===== src/ssd_pkg.sv =====
// constants, field layout and carrier types for the surface state decoder
// assumes a 32-bit register bus and six descriptor words held by software
package ssd_pkg;

  // ----------------------------------------------------------------
  // register map
  // ----------------------------------------------------------------
  localparam int          ADDR_W        = 8;
  localparam int          DATA_W        = 32;
  localparam int          DESC_WORDS    = 6;
  localparam int          IDX_W         = 6;
  localparam logic [5:0]  IDX_DESC_LAST = 6'h05;
  localparam logic [5:0]  IDX_ROW_REQ   = 6'h06;
  localparam logic [5:0]  IDX_ROW_RES   = 6'h07;
  localparam logic [5:0]  IDX_ENTRIES   = 6'h08;
  localparam logic [5:0]  IDX_START     = 6'h09;
  localparam logic [5:0]  IDX_STATUS    = 6'h0A;
  localparam logic [31:0] DESC_RST      = 32'h0000_0000;
  localparam logic [31:0] RD_UNMAPPED   = 32'h0000_0000;
  localparam int          STAT_ROT_BIT  = 0;
  localparam int          STAT_BND_BIT  = 1;

  // ----------------------------------------------------------------
  // descriptor word indices and field positions
  // ----------------------------------------------------------------
  localparam int DW_CTRL = 0;
  localparam int DW_BASE = 1;
  localparam int DW_SIZE = 2;
  localparam int DW_DEP  = 3;
  localparam int DW_OFFS = 5;
  localparam int TYPE_HI = 31;
  localparam int TYPE_LO = 29;
  localparam int VS_BIT  = 12;
  localparam int VSO_BIT = 11;
  localparam int BND_HI  = 7;
  localparam int BND_LO  = 6;
  localparam int FACE_HI = 5;
  localparam int FACE_LO = 0;
  localparam int HGT_HI  = 31;
  localparam int HGT_LO  = 19;
  localparam int WID_HI  = 18;
  localparam int WID_LO  = 6;
  localparam int MIP_HI  = 5;
  localparam int MIP_LO  = 2;
  localparam int ROT_HI  = 1;
  localparam int ROT_LO  = 0;
  localparam int DEP_HI  = 31;
  localparam int DEP_LO  = 21;
  localparam int PIT_HI  = 19;
  localparam int PIT_LO  = 3;
  localparam int TIL_BIT = 1;
  localparam int XOF_HI  = 31;
  localparam int XOF_LO  = 25;
  localparam int YOF_HI  = 23;
  localparam int YOF_LO  = 20;
  localparam int ENT_LOW_W = 7;
  localparam int ENT_TOP_W = 7;
  localparam int ROW_IN_W  = 16;
  localparam int ROW_OUT_W = 15;

  // ----------------------------------------------------------------
  // enumerations and carriers
  // ----------------------------------------------------------------
  typedef enum logic [2:0] {
    surface_kind_one_dim      = 3'h0,
    surface_kind_two_dim      = 3'h1,
    surface_kind_volume       = 3'h2,
    surface_kind_cube         = 3'h3,
    surface_kind_linear_array = 3'h4
  } ssd_kind_t;

  typedef enum logic [1:0] {
    nearest_row_same_field        = 2'h0,
    boundary_reserved             = 2'h1,
    whole_frame_nearest_row       = 2'h2,
    parity_preserving_nearest_row = 2'h3
  } ssd_bnd_t;

  typedef enum logic [1:0] {
    rotation_none          = 2'h0,
    rotation_quarter       = 2'h1,
    rotation_reserved      = 2'h2,
    rotation_three_quarter = 2'h3
  } ssd_rot_t;

  typedef struct packed {
    ssd_kind_t    kind;
    logic [12:0]  width_m1;
    logic         width_in_dw;
    logic [12:0]  height_m1;
    logic [10:0]  depth_m1;
    logic [26:0]  entries_m1;
    logic [5:0]   face_mask;
    logic [3:0]   mip;
    logic         mip_is_abs;
    ssd_rot_t     rotation;
    logic         rot_bad;
    logic [16:0]  pitch_m1;
    logic [31:0]  start;
    logic         vstride;
    logic         vstride_odd;
    ssd_bnd_t     boundary;
    logic         bnd_bad;
  } ssd_decode_t;

endpackage


===== src/ssd_row_clamp.sv =====
// out-of-range row resolution for media block reads
// assumes height_m1 is the field height when line stride is set
`timescale 1ns/1ps
module ssd_row_clamp
  import ssd_pkg::*;
(
  input  wire logic                        i_field,
  input  wire logic                        i_field_odd,
  input  wire ssd_bnd_t                    i_mode,
  input  wire logic [12:0]                 i_height_m1,
  input  wire logic signed [ROW_IN_W-1:0]  i_row,
  output logic         [ROW_OUT_W-1:0]     o_row
);

  function automatic logic signed [17:0] clamp(
    input logic signed [17:0] v,
    input logic signed [17:0] top);
    if (v < 18'sh00000)
      clamp = 18'sh00000;
    else if (v > top)
      clamp = top;
    else
      clamp = v;
  endfunction

  logic signed [17:0] r;
  logic signed [17:0] h;
  logic signed [17:0] p;
  logic signed [17:0] off;

  always_comb begin
    r   = 18'(i_row);
    h   = {5'h00, i_height_m1};
    off = {17'h00000, i_field_odd};
    p   = clamp(r, h);
    if (i_field) begin
      if (i_mode == whole_frame_nearest_row)
        p = clamp((r <<< 1) + off, (h <<< 1) + 18'sh00001);
      else
        p = (clamp(r, h) <<< 1) + off;
    end else if (i_mode == parity_preserving_nearest_row) begin
      if (r < 18'sh00000)
        p = (r[0] && h != 18'sh00000) ? 18'sh00001 : 18'sh00000;
      else if (r > h)
        p = (r[0] == h[0] || h == 18'sh00000) ? h
                                               : h - 18'sh00001;
    end
    o_row = p[ROW_OUT_W-1:0];
  end

endmodule


===== src/ssd_field_decode.sv =====
// combinational decode of the six descriptor words
// assumes the access context inputs are stable for the access in progress
`timescale 1ns/1ps
module ssd_field_decode
  import ssd_pkg::*;
#(
  parameter int BPE_BYTES = 4
) (
  input  wire logic [DESC_WORDS-1:0][31:0] i_desc,
  input  wire logic                        i_render_target,
  input  wire logic                        i_media_access,
  output ssd_decode_t                      o_dec
);

  logic [31:0] w0;
  logic [31:0] w2;
  logic [31:0] w3;
  logic [31:0] w5;
  logic [31:0] yb;
  logic [31:0] xb;

  always_comb begin
    w0 = i_desc[DW_CTRL];
    w2 = i_desc[DW_SIZE];
    w3 = i_desc[DW_DEP];
    w5 = i_desc[DW_OFFS];
    o_dec             = '0;
    o_dec.kind        = ssd_kind_t'(w0[TYPE_HI:TYPE_LO]);
    o_dec.height_m1   = w2[HGT_HI:HGT_LO];
    o_dec.width_m1    = w2[WID_HI:WID_LO];
    o_dec.width_in_dw = i_media_access;
    o_dec.depth_m1    = w3[DEP_HI:DEP_LO];
    o_dec.pitch_m1    = w3[PIT_HI:PIT_LO];
    o_dec.mip         = w2[MIP_HI:MIP_LO];
    o_dec.mip_is_abs  = i_render_target;
    o_dec.vstride     = w0[VS_BIT];
    o_dec.vstride_odd = w0[VSO_BIT];
    o_dec.boundary    = ssd_bnd_t'(w0[BND_HI:BND_LO]);
    o_dec.bnd_bad     = (o_dec.boundary == boundary_reserved);
    o_dec.rotation    = ssd_rot_t'(w2[ROT_HI:ROT_LO]);
    if (o_dec.rotation == rotation_reserved) begin
      o_dec.rot_bad  = 1'b1;
      o_dec.rotation = rotation_none;
    end
    if (o_dec.kind == surface_kind_cube)
      o_dec.face_mask = w0[FACE_HI:FACE_LO];
    if (o_dec.kind == surface_kind_linear_array)
      o_dec.entries_m1 = {w3[DEP_LO+ENT_TOP_W-1:DEP_LO],
                          w2[HGT_HI:HGT_LO],
                          w2[WID_LO+ENT_LOW_W-1:WID_LO]};
    yb = 32'({w5[YOF_HI:YOF_LO], 1'b0})
       * 32'({1'b0, o_dec.pitch_m1} + 18'h00001);
    xb = 32'({w5[XOF_HI:XOF_LO], 2'b00}) * 32'(BPE_BYTES);
    o_dec.start = i_desc[DW_BASE];
    if (w3[TIL_BIT])
      o_dec.start = i_desc[DW_BASE] + yb + xb;
  end

endmodule


===== src/ssd_top.sv =====
// surface state decoder: descriptor registers on an Avalon-MM slave,
// decoded surface fields and a row resolver for the consuming access unit
// assumes one clock, the bus master on that clock and software that
// programs legal descriptor values
//
// Overview of operation
// - mode 0: nearest row, same field only
// - mode 2: nearest row of whole frame
// - mode 3: field same field; frame keeps parity
// - cube face mask bits, used only for cubes
// - tiled start is base plus X/Y offsets
// - height field is height minus one
// - buffer entry count split over three fields
// - width field is width minus one
// - media block access counts width in doublewords
// - mip field absolute for targets, count otherwise
// - rotation codes none, quarter, three quarter
// - depth field is array count or depth
// - pitch field is byte pitch minus one
// - line stride skips zero or one line
//
// The register offsets and the Avalon-MM slave port were left to the implementer.
`timescale 1ns/1ps
module ssd_top
  import ssd_pkg::*;
#(
  parameter int BPE_BYTES = 4
) (
  input  wire logic                 i_clk,
  input  wire logic                 i_nrst,
  input  wire logic [ADDR_W-1:0]    i_address,
  input  wire logic                 i_read,
  input  wire logic                 i_write,
  input  wire logic [DATA_W-1:0]    i_writedata,
  input  wire logic [3:0]           i_byteenable,
  output logic      [DATA_W-1:0]    o_readdata,
  output logic                      o_waitrequest,
  input  wire logic                 i_render_target,
  input  wire logic                 i_media_access,
  output ssd_decode_t               o_decode,
  output logic      [ROW_OUT_W-1:0] o_row
);

  // ----------------------------------------------------------------
  // storage
  // ----------------------------------------------------------------
  logic [DESC_WORDS-1:0][31:0]      desc_reg;
  logic signed [ROW_IN_W-1:0]       row_req_reg;
  logic                             wait_reg;
  logic [DATA_W-1:0]                rdata_reg;
  ssd_decode_t                      dec_reg;
  logic [ROW_OUT_W-1:0]             row_reg;

  // ----------------------------------------------------------------
  // combinational results
  // ----------------------------------------------------------------
  ssd_decode_t                      dec_next;
  logic [ROW_OUT_W-1:0]             row_next;
  logic [IDX_W-1:0]                 idx;
  logic                             commit_wr;
  logic                             first_cycle;
  logic [DATA_W-1:0]                rdata_next;
  logic [DATA_W-1:0]                be_mask;
  logic [DATA_W-1:0]                row_merged;

  // ----------------------------------------------------------------
  // helpers
  // ----------------------------------------------------------------
  // word index of a byte address; low two bits are ignored
  function automatic logic [IDX_W-1:0] word_idx(
    input logic [ADDR_W-1:0] a);
    word_idx = a[ADDR_W-1:2];
  endfunction

  // true when the index names one of the descriptor words
  function automatic logic is_desc(input logic [IDX_W-1:0] i);
    is_desc = (i <= IDX_DESC_LAST);
  endfunction

  // expand byte enables into a bit mask
  function automatic logic [DATA_W-1:0] lane_mask(
    input logic [3:0] be);
    logic [DATA_W-1:0] m;
    m = '0;
    for (int b = 0; b < 4; b++) begin
      if (be[b])
        m[b*8 +: 8] = 8'hFF;
    end
    lane_mask = m;
  endfunction

  // merge new write data into a stored word lane by lane
  function automatic logic [31:0] merge(
    input logic [31:0] old_v,
    input logic [31:0] new_v,
    input logic [31:0] m);
    merge = (old_v & ~m) | (new_v & m);
  endfunction

  // ----------------------------------------------------------------
  // bus handshake
  // ----------------------------------------------------------------
  // every access gets exactly one wait state: the request is seen with
  // waitrequest high, answered on the next edge, and committed at the
  // edge where the master samples waitrequest low
  assign idx         = word_idx(i_address);
  assign first_cycle = (i_read | i_write) & wait_reg;
  assign commit_wr   = i_write & ~wait_reg;
  assign be_mask     = lane_mask(i_byteenable);
  assign row_merged  = merge({16'h0000, row_req_reg}, i_writedata, be_mask);

  always_ff @(posedge i_clk or negedge i_nrst) begin
    if (!i_nrst) begin
      wait_reg <= 1'b1;
    end else begin
      wait_reg <= ~first_cycle;
    end
  end

  // ----------------------------------------------------------------
  // descriptor words
  // ----------------------------------------------------------------
  genvar gw;
  generate
    for (gw = 0; gw < DESC_WORDS; gw++) begin : g_desc
      always_ff @(posedge i_clk or negedge i_nrst) begin
        if (!i_nrst) begin
          desc_reg[gw] <= DESC_RST;
        end else if (commit_wr && idx == IDX_W'(gw)) begin
          desc_reg[gw] <= merge(desc_reg[gw], i_writedata, be_mask);
        end
      end
    end
  endgenerate

  // ----------------------------------------------------------------
  // row request
  // ----------------------------------------------------------------
  // a software written row index probes the boundary resolver; the
  // resolved row follows one cycle after the write commits
  always_ff @(posedge i_clk or negedge i_nrst) begin
    if (!i_nrst) begin
      row_req_reg <= '0;
    end else if (commit_wr && idx == IDX_ROW_REQ) begin
      row_req_reg <= row_merged[ROW_IN_W-1:0];
    end
  end

  // ----------------------------------------------------------------
  // decode
  // ----------------------------------------------------------------
  // field decode carries no state; the only flops are the output
  // stage so that consumers see a clean registered copy
  ssd_field_decode #(
    .BPE_BYTES       (BPE_BYTES)
  ) u_decode (
    .i_desc          (desc_reg),
    .i_render_target (i_render_target),
    .i_media_access  (i_media_access),
    .o_dec           (dec_next)
  );

  ssd_row_clamp u_clamp (
    .i_field     (dec_next.vstride),
    .i_field_odd (dec_next.vstride_odd),
    .i_mode      (dec_next.boundary),
    .i_height_m1 (dec_next.height_m1),
    .i_row       (row_req_reg),
    .o_row       (row_next)
  );

  // ----------------------------------------------------------------
  // output stage
  // ----------------------------------------------------------------
  always_ff @(posedge i_clk or negedge i_nrst) begin
    if (!i_nrst) begin
      dec_reg <= '0;
    end else begin
      dec_reg <= dec_next;
    end
  end

  always_ff @(posedge i_clk or negedge i_nrst) begin
    if (!i_nrst) begin
      row_reg <= '0;
    end else begin
      row_reg <= row_next;
    end
  end

  // ----------------------------------------------------------------
  // read data
  // ----------------------------------------------------------------
  // descriptor words are read straight from desc_reg, so a read issued the
  // cycle after a write sees the new word; decoded values and row lag a cycle more
  always_comb begin
    rdata_next = RD_UNMAPPED;
    if (is_desc(idx)) begin
      rdata_next = desc_reg[idx[2:0]];
    end else begin
      case (idx)
        IDX_ROW_REQ: begin
          rdata_next = 32'(unsigned'(row_req_reg));
        end
        IDX_ROW_RES: begin
          rdata_next = 32'(row_reg);
        end
        IDX_ENTRIES: begin
          rdata_next = 32'(dec_reg.entries_m1);
        end
        IDX_START: begin
          rdata_next = dec_reg.start;
        end
        IDX_STATUS: begin
          rdata_next[STAT_ROT_BIT] = dec_reg.rot_bad;
          rdata_next[STAT_BND_BIT] = dec_reg.bnd_bad;
        end
        default: begin
          rdata_next = RD_UNMAPPED;
        end
      endcase
    end
  end

  // read data is captured on the first cycle of the access and then
  // held, so it stands at the edge where the master takes it
  always_ff @(posedge i_clk or negedge i_nrst) begin
    if (!i_nrst) begin
      rdata_reg <= '0;
    end else if (first_cycle && i_read) begin
      rdata_reg <= rdata_next;
    end
  end

  // ----------------------------------------------------------------
  // ports
  // ----------------------------------------------------------------
  assign o_readdata    = rdata_reg;
  assign o_waitrequest = wait_reg;
  assign o_decode      = dec_reg;
  assign o_row         = row_reg;

endmodule


===== config.mk =====
export PLATFORM = sky130hd
export DESIGN_NAME = ssd_top
export DESIGN_NICKNAME = d
export VERILOG_FILES = /design/src/ssd_pkg.sv /design/src/ssd_row_clamp.sv /design/src/ssd_field_decode.sv /design/src/ssd_top.sv
export SDC_FILE = /design/constraint.sdc
export NUM_CORES = 1
export LEC_CHECK = 0
export CAP_MARGIN = 20
export CORE_MARGIN = 10
export CORE_UTILIZATION = 35
export CTS_CLUSTER_DIAMETER = 200
export DETAILED_ROUTE_END_ITERATION = 8
export DONT_BUFFER_PORTS = 1
export PLACE_DENSITY = 0.52
export SLEW_MARGIN = 20
export SYNTH_ARGS = -nofsm -noshare
export SYNTH_HDL_FRONTEND = slang
export SYNTH_HIERARCHICAL = 1
export SYNTH_SLANG_ARGS = --single-unit

===== constraint.sdc =====
create_clock -name i_clk -period 8 [get_ports i_clk]
set_input_delay 0 -clock i_clk [delete_from_list [all_inputs] [get_ports i_clk]]
set_output_delay 0 -clock i_clk [all_outputs]
set_load 0.1 [all_outputs]

==> impl_metrics.yaml, run 1 <==
critical_path:
  crit_family: "adder cells"
  cp.arrival_ns: 7.70
  reg2reg_slack_ns: 0.75
  critPathMaxFanout: 9
  slowest_stage: "dfrtp_1"
  max_stage_delay_ns: 0.62
  regToRegEndpoint: "o_decode[29]"
  end_kind: "register"
  crit_type: "reg -> reg"
  cp-start-kind: "register"
  crit_top_cell: "ha_1"
  cp.buffers_inverters: 2
  required_ns: 8.45
  reg2reg_depth: 25
synth:
  synthArstFlopShare: 1.00
  avgSynthCellArea_um2: 11.7
  yosysSeqAreaShare: 0.443
  synth-edff-count: 0
  syn-cell-area_um2: 22100
  ys_warn_count: 6
  synthDistinctLibCells: 93
  syn_nets: 2060
  synth_ff_type: "dfrtp_1"
  syn_inst: 1891
  synth-seq-cells: 392
min_path:
  hp-class: "in -> async"
power:
  p_total_uw: 5260
  ir_worst_vdd_v: 0.000137
  power.leakage_uw: 0.0114
  power_density_nw_per_um2: 214
sta:
  finalCritPeriodShare: 0.906
  period_minus_slack_ns: 7.25
  finClkSkew_ns: 0.0317
  grt_setup_unrepaired: "no"
  hold_slack_ns: -0.845
  slew_viol_final: 0
  max_freq_mhz: 138
  finalSetupTns_ns: 0
  hold_viol_final: 392
  tightest_slew_ns: 1.36
  finalWorstSetupSlack_ns: 0.752
  setup_viol: 0
  slew_headroom: 0.0956
detailed_routing:
  initialDrtViolationCount: 985
  antenna_left: 0
  wl_per_cell_um: 26.9
  drt_wl_total_um: 74100
  viasPerCell: 5.49
  drc: 0
  vias: 15100
  drtPass1Iterations: 5
floorplan:
  dieArea_um2: 73700
  die_h_um: 271
  io_pins: 234
  core_area_um2: 62900
  start_util: 0.352
  rows: 92
  die_w_um: 271
global_routing:
  grt_use_total: 0.197
  overflow: 0
  antenna_found_initial: 3
  grt_use_met1: 0.260
  grt_use_met3: 0.0378
  grt_pass1_vias: 15600
  gr-usage-met2: 0.327
  grt_pass1_wl_um: 110000
  top_usage_layer: "met2"
  grt_max_degree: 393
clocking:
  cts_buffer_depth: 3
  clk_latency_ns: 0.58
  numCtsBuffers: 44
  post_cts_buffers: 0
  cts_tree: "built"
  cts_root_buffer: "clkbuf_16"
  cts_hold_buf: 67
  htreeDepth: 2
  clk_pin_slew_worst_paths_ns: 0.06
  ctsResizeCount: 0
  clock_sinks: 392
layout:
  nFillCells: 6048
  instances_no_fill: 2757
  final_cell_mix: "dfrtp_1 (391), mux2_2 (233), inv_1 (108)"
  drive_gt1_frac: 0.209
  areaGrowthSynthToFinish_pct: 10.8
  final_nets: 2047
  final_common_cell: "dfrtp_1"
run_status:
  outcome: "complete, but fails checks"
  violations: "negative hold slack"
place:
  port_buffers: 0
  numPlacedInstances: 2611
  place.gp.congestion: 0.876
  dp_hpwl_um: 53200
  pre_cts_slack_ns: 0.895
run:
  drv_cap: 0
[how the worst max path moves through the flow]
stage	startpoint	end	slack (ns)	cells past startpoint
2_1_floorplan	register	o_decode[31]	2.25	25
3_3_place_gp	register	o_decode[29]	1.04	24
6_report	register	o_decode[29]	0.75	25
3_5_place_dp	register	o_decode[31]	0.90	24
4_1_cts	register	o_decode[31]	0.88	24
5_1_grt	register	o_decode[31]	0.35	24
[power by group]
part / internal [µW] / switching [µW] / total, µW
clock network: 1150 / 828 / 1980
registers: 2090 / 641 / 2730
logic: 247 / 305 / 553
[worst register-to-register path: cells and delay by family, from the launching register on]
family,cells,cell delay [ns]
buffers and inverters,2,0.10
AO/OA/AOI/OAI,6,1.20
flip-flops,1,0.62
XOR/XNOR,2,0.49
multiplexers,1,0.25
adder cells (fa/ha/maj),6,2.52
AND/OR/NAND/NOR,8,1.96
[synthesized netlist by cell type, types with 28 or more instances]
cell        n  share of area
dfrtp_1   391           0.44
mux2_2    233           0.12
inv_1     109          0.018
ha_1       79          0.045
nor2_1     77          0.013
nand2_1    73          0.012
a21oi_1    71          0.016
buf_4      71          0.024
mux2i_1    66          0.030
nor2b_1    53          0.015
and2_1     48          0.014
o21ai_0    44          0.010
fa_1       40          0.036
xnor2_1    35          0.014
clkbuf_1   34         0.0058
mux4_2     32          0.033
nand2b_1   28         0.0079
nor3_1     28         0.0063
[through the flow]
stage,area (µm²),utilization,hold WS [ns]
final,24500,0.390,-0.845
after CTS,24500,0.390,-0.883
after detailed placement,22400,0.357,-0.269
after floorplan,22100,-,-0.296
after global placement,22400,0.357,-0.270
after global routing,24500,0.390,-0.874
[area by class of cell]
type	count	area, µm²	area share
Timing Repair Buffer	82	801	0.0327
Antenna cell	1	2.50	0.000102
Clock inverter	16	165	0.00673
Inverter	109	409	0.0167
Sequential cell	392	9810	0.400
Tap cell	846	1060	0.0432
Multi-Input combinational cell	1249	11000	0.450
Clock buffer	62	1240	0.0505
[cell families (layout without fill, tap and decap cells)]
| group | after synthesis | in the layout | share of synthesized area |
|---|---|---|---|
| compound gates | 310 | 310 | 0.0991 |
| xor+xnor | 57 | 57 | 0.0226 |
| fa+ha+maj | 119 | 119 | 0.0809 |
| buf+inv | 250 | 269 | 0.0581 |
| flops | 392 | 392 | 0.443 |
| mux | 339 | 339 | 0.186 |
| other cells | 0 | 1 | 0 |
| simple gates | 424 | 424 | 0.110 |
[routing by layer]
| metal | up-vias | wire, µm |
|---|---|---|
| li1 | 6699 | - |
| met1 | 7977 | 32700 |
| met2 | 374 | 35500 |
| met3 | 89 | 4030 |
| met4 | 4 | 1850 |
| met5 | - | 21 |
Power figures use the tool's default switching activity.
==> run 2: changes to the inputs <==
--- a/config.mk
+++ b/config.mk
@@ -11,6 +11,7 @@
 export CTS_CLUSTER_DIAMETER = 200
 export DETAILED_ROUTE_END_ITERATION = 8
 export DONT_BUFFER_PORTS = 1
+export GPL_TIMING_DRIVEN = 0
 export PLACE_DENSITY = 0.52
 export SLEW_MARGIN = 20
 export SYNTH_ARGS = -nofsm -noshare
==> run 2 against run 1 <==
The flow still finishes with violations (negative hold slack). Sequential share of layout area is 0.90 points lower. Clock power is 3% higher. Maximum frequency is 1.8% lower. Worst setup slack worse by 0.13 ns. Final area is 2.3% higher. Power is 2.6% higher. Register-to-register slack worse by 0.13 ns. Global-route usage is 0.92 points higher. Clock skew is 0.0089 ns higher. Clock-buffer cell count stayed put. Utilization is 0.91 points higher. Non-clock buffer count is 104 higher. Largest cell class unchanged. Largest power group unchanged.
==> impl_metrics.yaml, run 2 (synthesis results as in run 1) <==
detailed_routing:
  vias: 15700
  antenna_left: 0
  drc: 0
  initialDrtViolationCount: 1133
  drtPass1Iterations: 7
  viasPerCell: 5.48
  wl_per_cell_um: 27.1
  drt_wl_total_um: 77400
layout:
  final_nets: 2150
  stdcell_area_um2: 25100
  drive_gt1_frac: 0.242
  areaGrowthSynthToFinish_pct: 13.4
  final_cell_mix: "dfrtp_1 (390), mux2_2 (233), inv_1 (109)"
  nFillCells: 6085
  fin_util: 0.399
  antenna_cells: 0
  final_common_cell: "dfrtp_1"
floorplan:
  die_w_um: 271
  rows: 92
  dieArea_um2: 73700
  start_util: 0.352
  core_area_um2: 62900
  die_h_um: 271
  io_pins: 234
global_routing:
  overflow: 0
  antenna_found_initial: 3
  grt_pass1_vias: 16000
  grt_use_total: 0.206
  grt_pass1_wl_um: 114000
  grt_max_degree: 393
clocking:
  cts_root_buffer: "clkbuf_16"
  clock_sinks: 392
  post_cts_buffers: 0
  clk_latency_ns: 0.59
  numCtsBuffers: 43
  htreeDepth: 2
  cts_tree: "built"
  cts_hold_buf: 44
  cts_buffer_depth: 3
  clk_pin_slew_worst_paths_ns: 0.07
critical_path:
  crit_type: "reg -> reg"
  end_kind: "register"
  cp.arrival_ns: 7.87
  required_ns: 8.49
  cp-start-kind: "register"
  critPathMaxFanout: 9
sta:
  max_freq_mhz: 136
  hold_slack_ns: -0.883
  setup_viol: 0
  finalSetupTns_ns: 0
  tightest_slew_ns: 1.27
  grt_setup_unrepaired: "no"
  period_minus_slack_ns: 7.38
  slew_headroom: 0.154
  finClkSkew_ns: 0.0406
  hold_viol_final: 392
  finalWorstSetupSlack_ns: 0.623
  slew_viol_final: 0
  finalCritPeriodShare: 0.922
power:
  p_seq_frac: 0.505
  power.leakage_uw: 0.0118
  power_density_nw_per_um2: 215
  pwr-share-clk: 0.378
  comb_power_share: 0.117
  power.internal_uw: 3570
  ir_worst_vdd_v: 0.000136
  power.switching_uw: 1830
  swShare: 0.338
place:
  dp_hpwl_um: 59500
  place.gp.congestion: 0.898
  placed_area_um2: 23200
  port_buffers: 0
  pre_cts_slack_ns: 0.361
run_status:
  violations: "negative hold slack"
  outcome: "complete, but fails checks"
min_path:
  hp-class: "in -> async"
run:
  drv_cap: 0
[run 2: through the flow]
stage          instances  total power, µW
2_1_floorplan       1891             3140
3_3_place_gp        2737             3350
3_5_place_dp        2738             3360
4_1_cts             2857             5450
5_1_grt             2857             5580
6_report            2857             5400
[run 2: final timing paths]
check,startpoint,endpoint,slack [ns],cells after the start
max in group asynchronous,i_nrst,asynchronous set/reset pin,7.83,0
min reg2reg,register,o_decode[131],0.48,1
min,i_nrst,o_decode[47],-0.88,0
min in group i_clk,i_write,o_waitrequest,0.05,2
max reg2reg,register,o_decode[29],0.62,26
max,register,o_decode[29],0.62,26
[run 2: cell type report]
type	instances	area, µm²	area share
plain buffers	141	876	0.0349
clock buffers	62	1240	0.0493
clock inverters	13	200	0.00798
inverters	109	409	0.0163
multi-input cells	1249	11100	0.440
flip-flops and latches	392	9810	0.391
well taps	846	1060	0.0422
repair buffers	45	448	0.0179
[run 2: critical path, stage by stage, from the launching register on]
cell	delay, ns
dfrtp_1	0.68
nand3_1	0.28
nor3_2	0.54
nand3_1	0.16
xor2_1	0.31
nor2b_1	0.11
fa_1	0.51
inv_1	0.05
fa_1	0.52
inv_1	0.04
ha_1	0.26
clkbuf_1	0.26
a21o_1	0.16
a21oi_1	0.06
o21bai_1	0.27
mux2i_1	0.22
o41ai_1	0.09
nor3b_1	0.37
ha_1	0.32
ha_1	0.29
clkbuf_2	0.19
nand4_1	0.19
nor3_1	0.33
nand4_1	0.13
o21ai_0	0.47
o21ai_0	0.20
xnor2_1	0.27
[run 2: what timing repair did]
| item | 4_1_cts | 5_1_grt |
|---|---|---|
| setup endpoints to repair | 0 | 4 |
| gates resized for setup | 0 | 2 |
| hold endpoints to repair | 626 | 392 |
[run 2: per-layer routing]
metal | vias up | track usage | routed length (µm) | share of wire
li1 | 6914 | - | - | -
met1 | 8128 | 0.265 | 32700 | 0.42
met2 | 517 | 0.341 | 37000 | 0.48
met3 | 97 | 0.0493 | 5600 | 0.072
met4 | 4 | 0.0596 | 2180 | 0.028
met5 | - | 0 | 21 | 0.00027
[run 2: power by group through the flow]
stage / combinational (µW) / sequential [µW] / clock [µW]
2_1_floorplan: 441 / 2700 / 0
3_3_place_gp: 584 / 2760 / 0
3_5_place_dp: 587 / 2770 / 0
4_1_cts: 627 / 2730 / 2090
5_1_grt: 674 / 2740 / 2160
6_report: 632 / 2730 / 2040
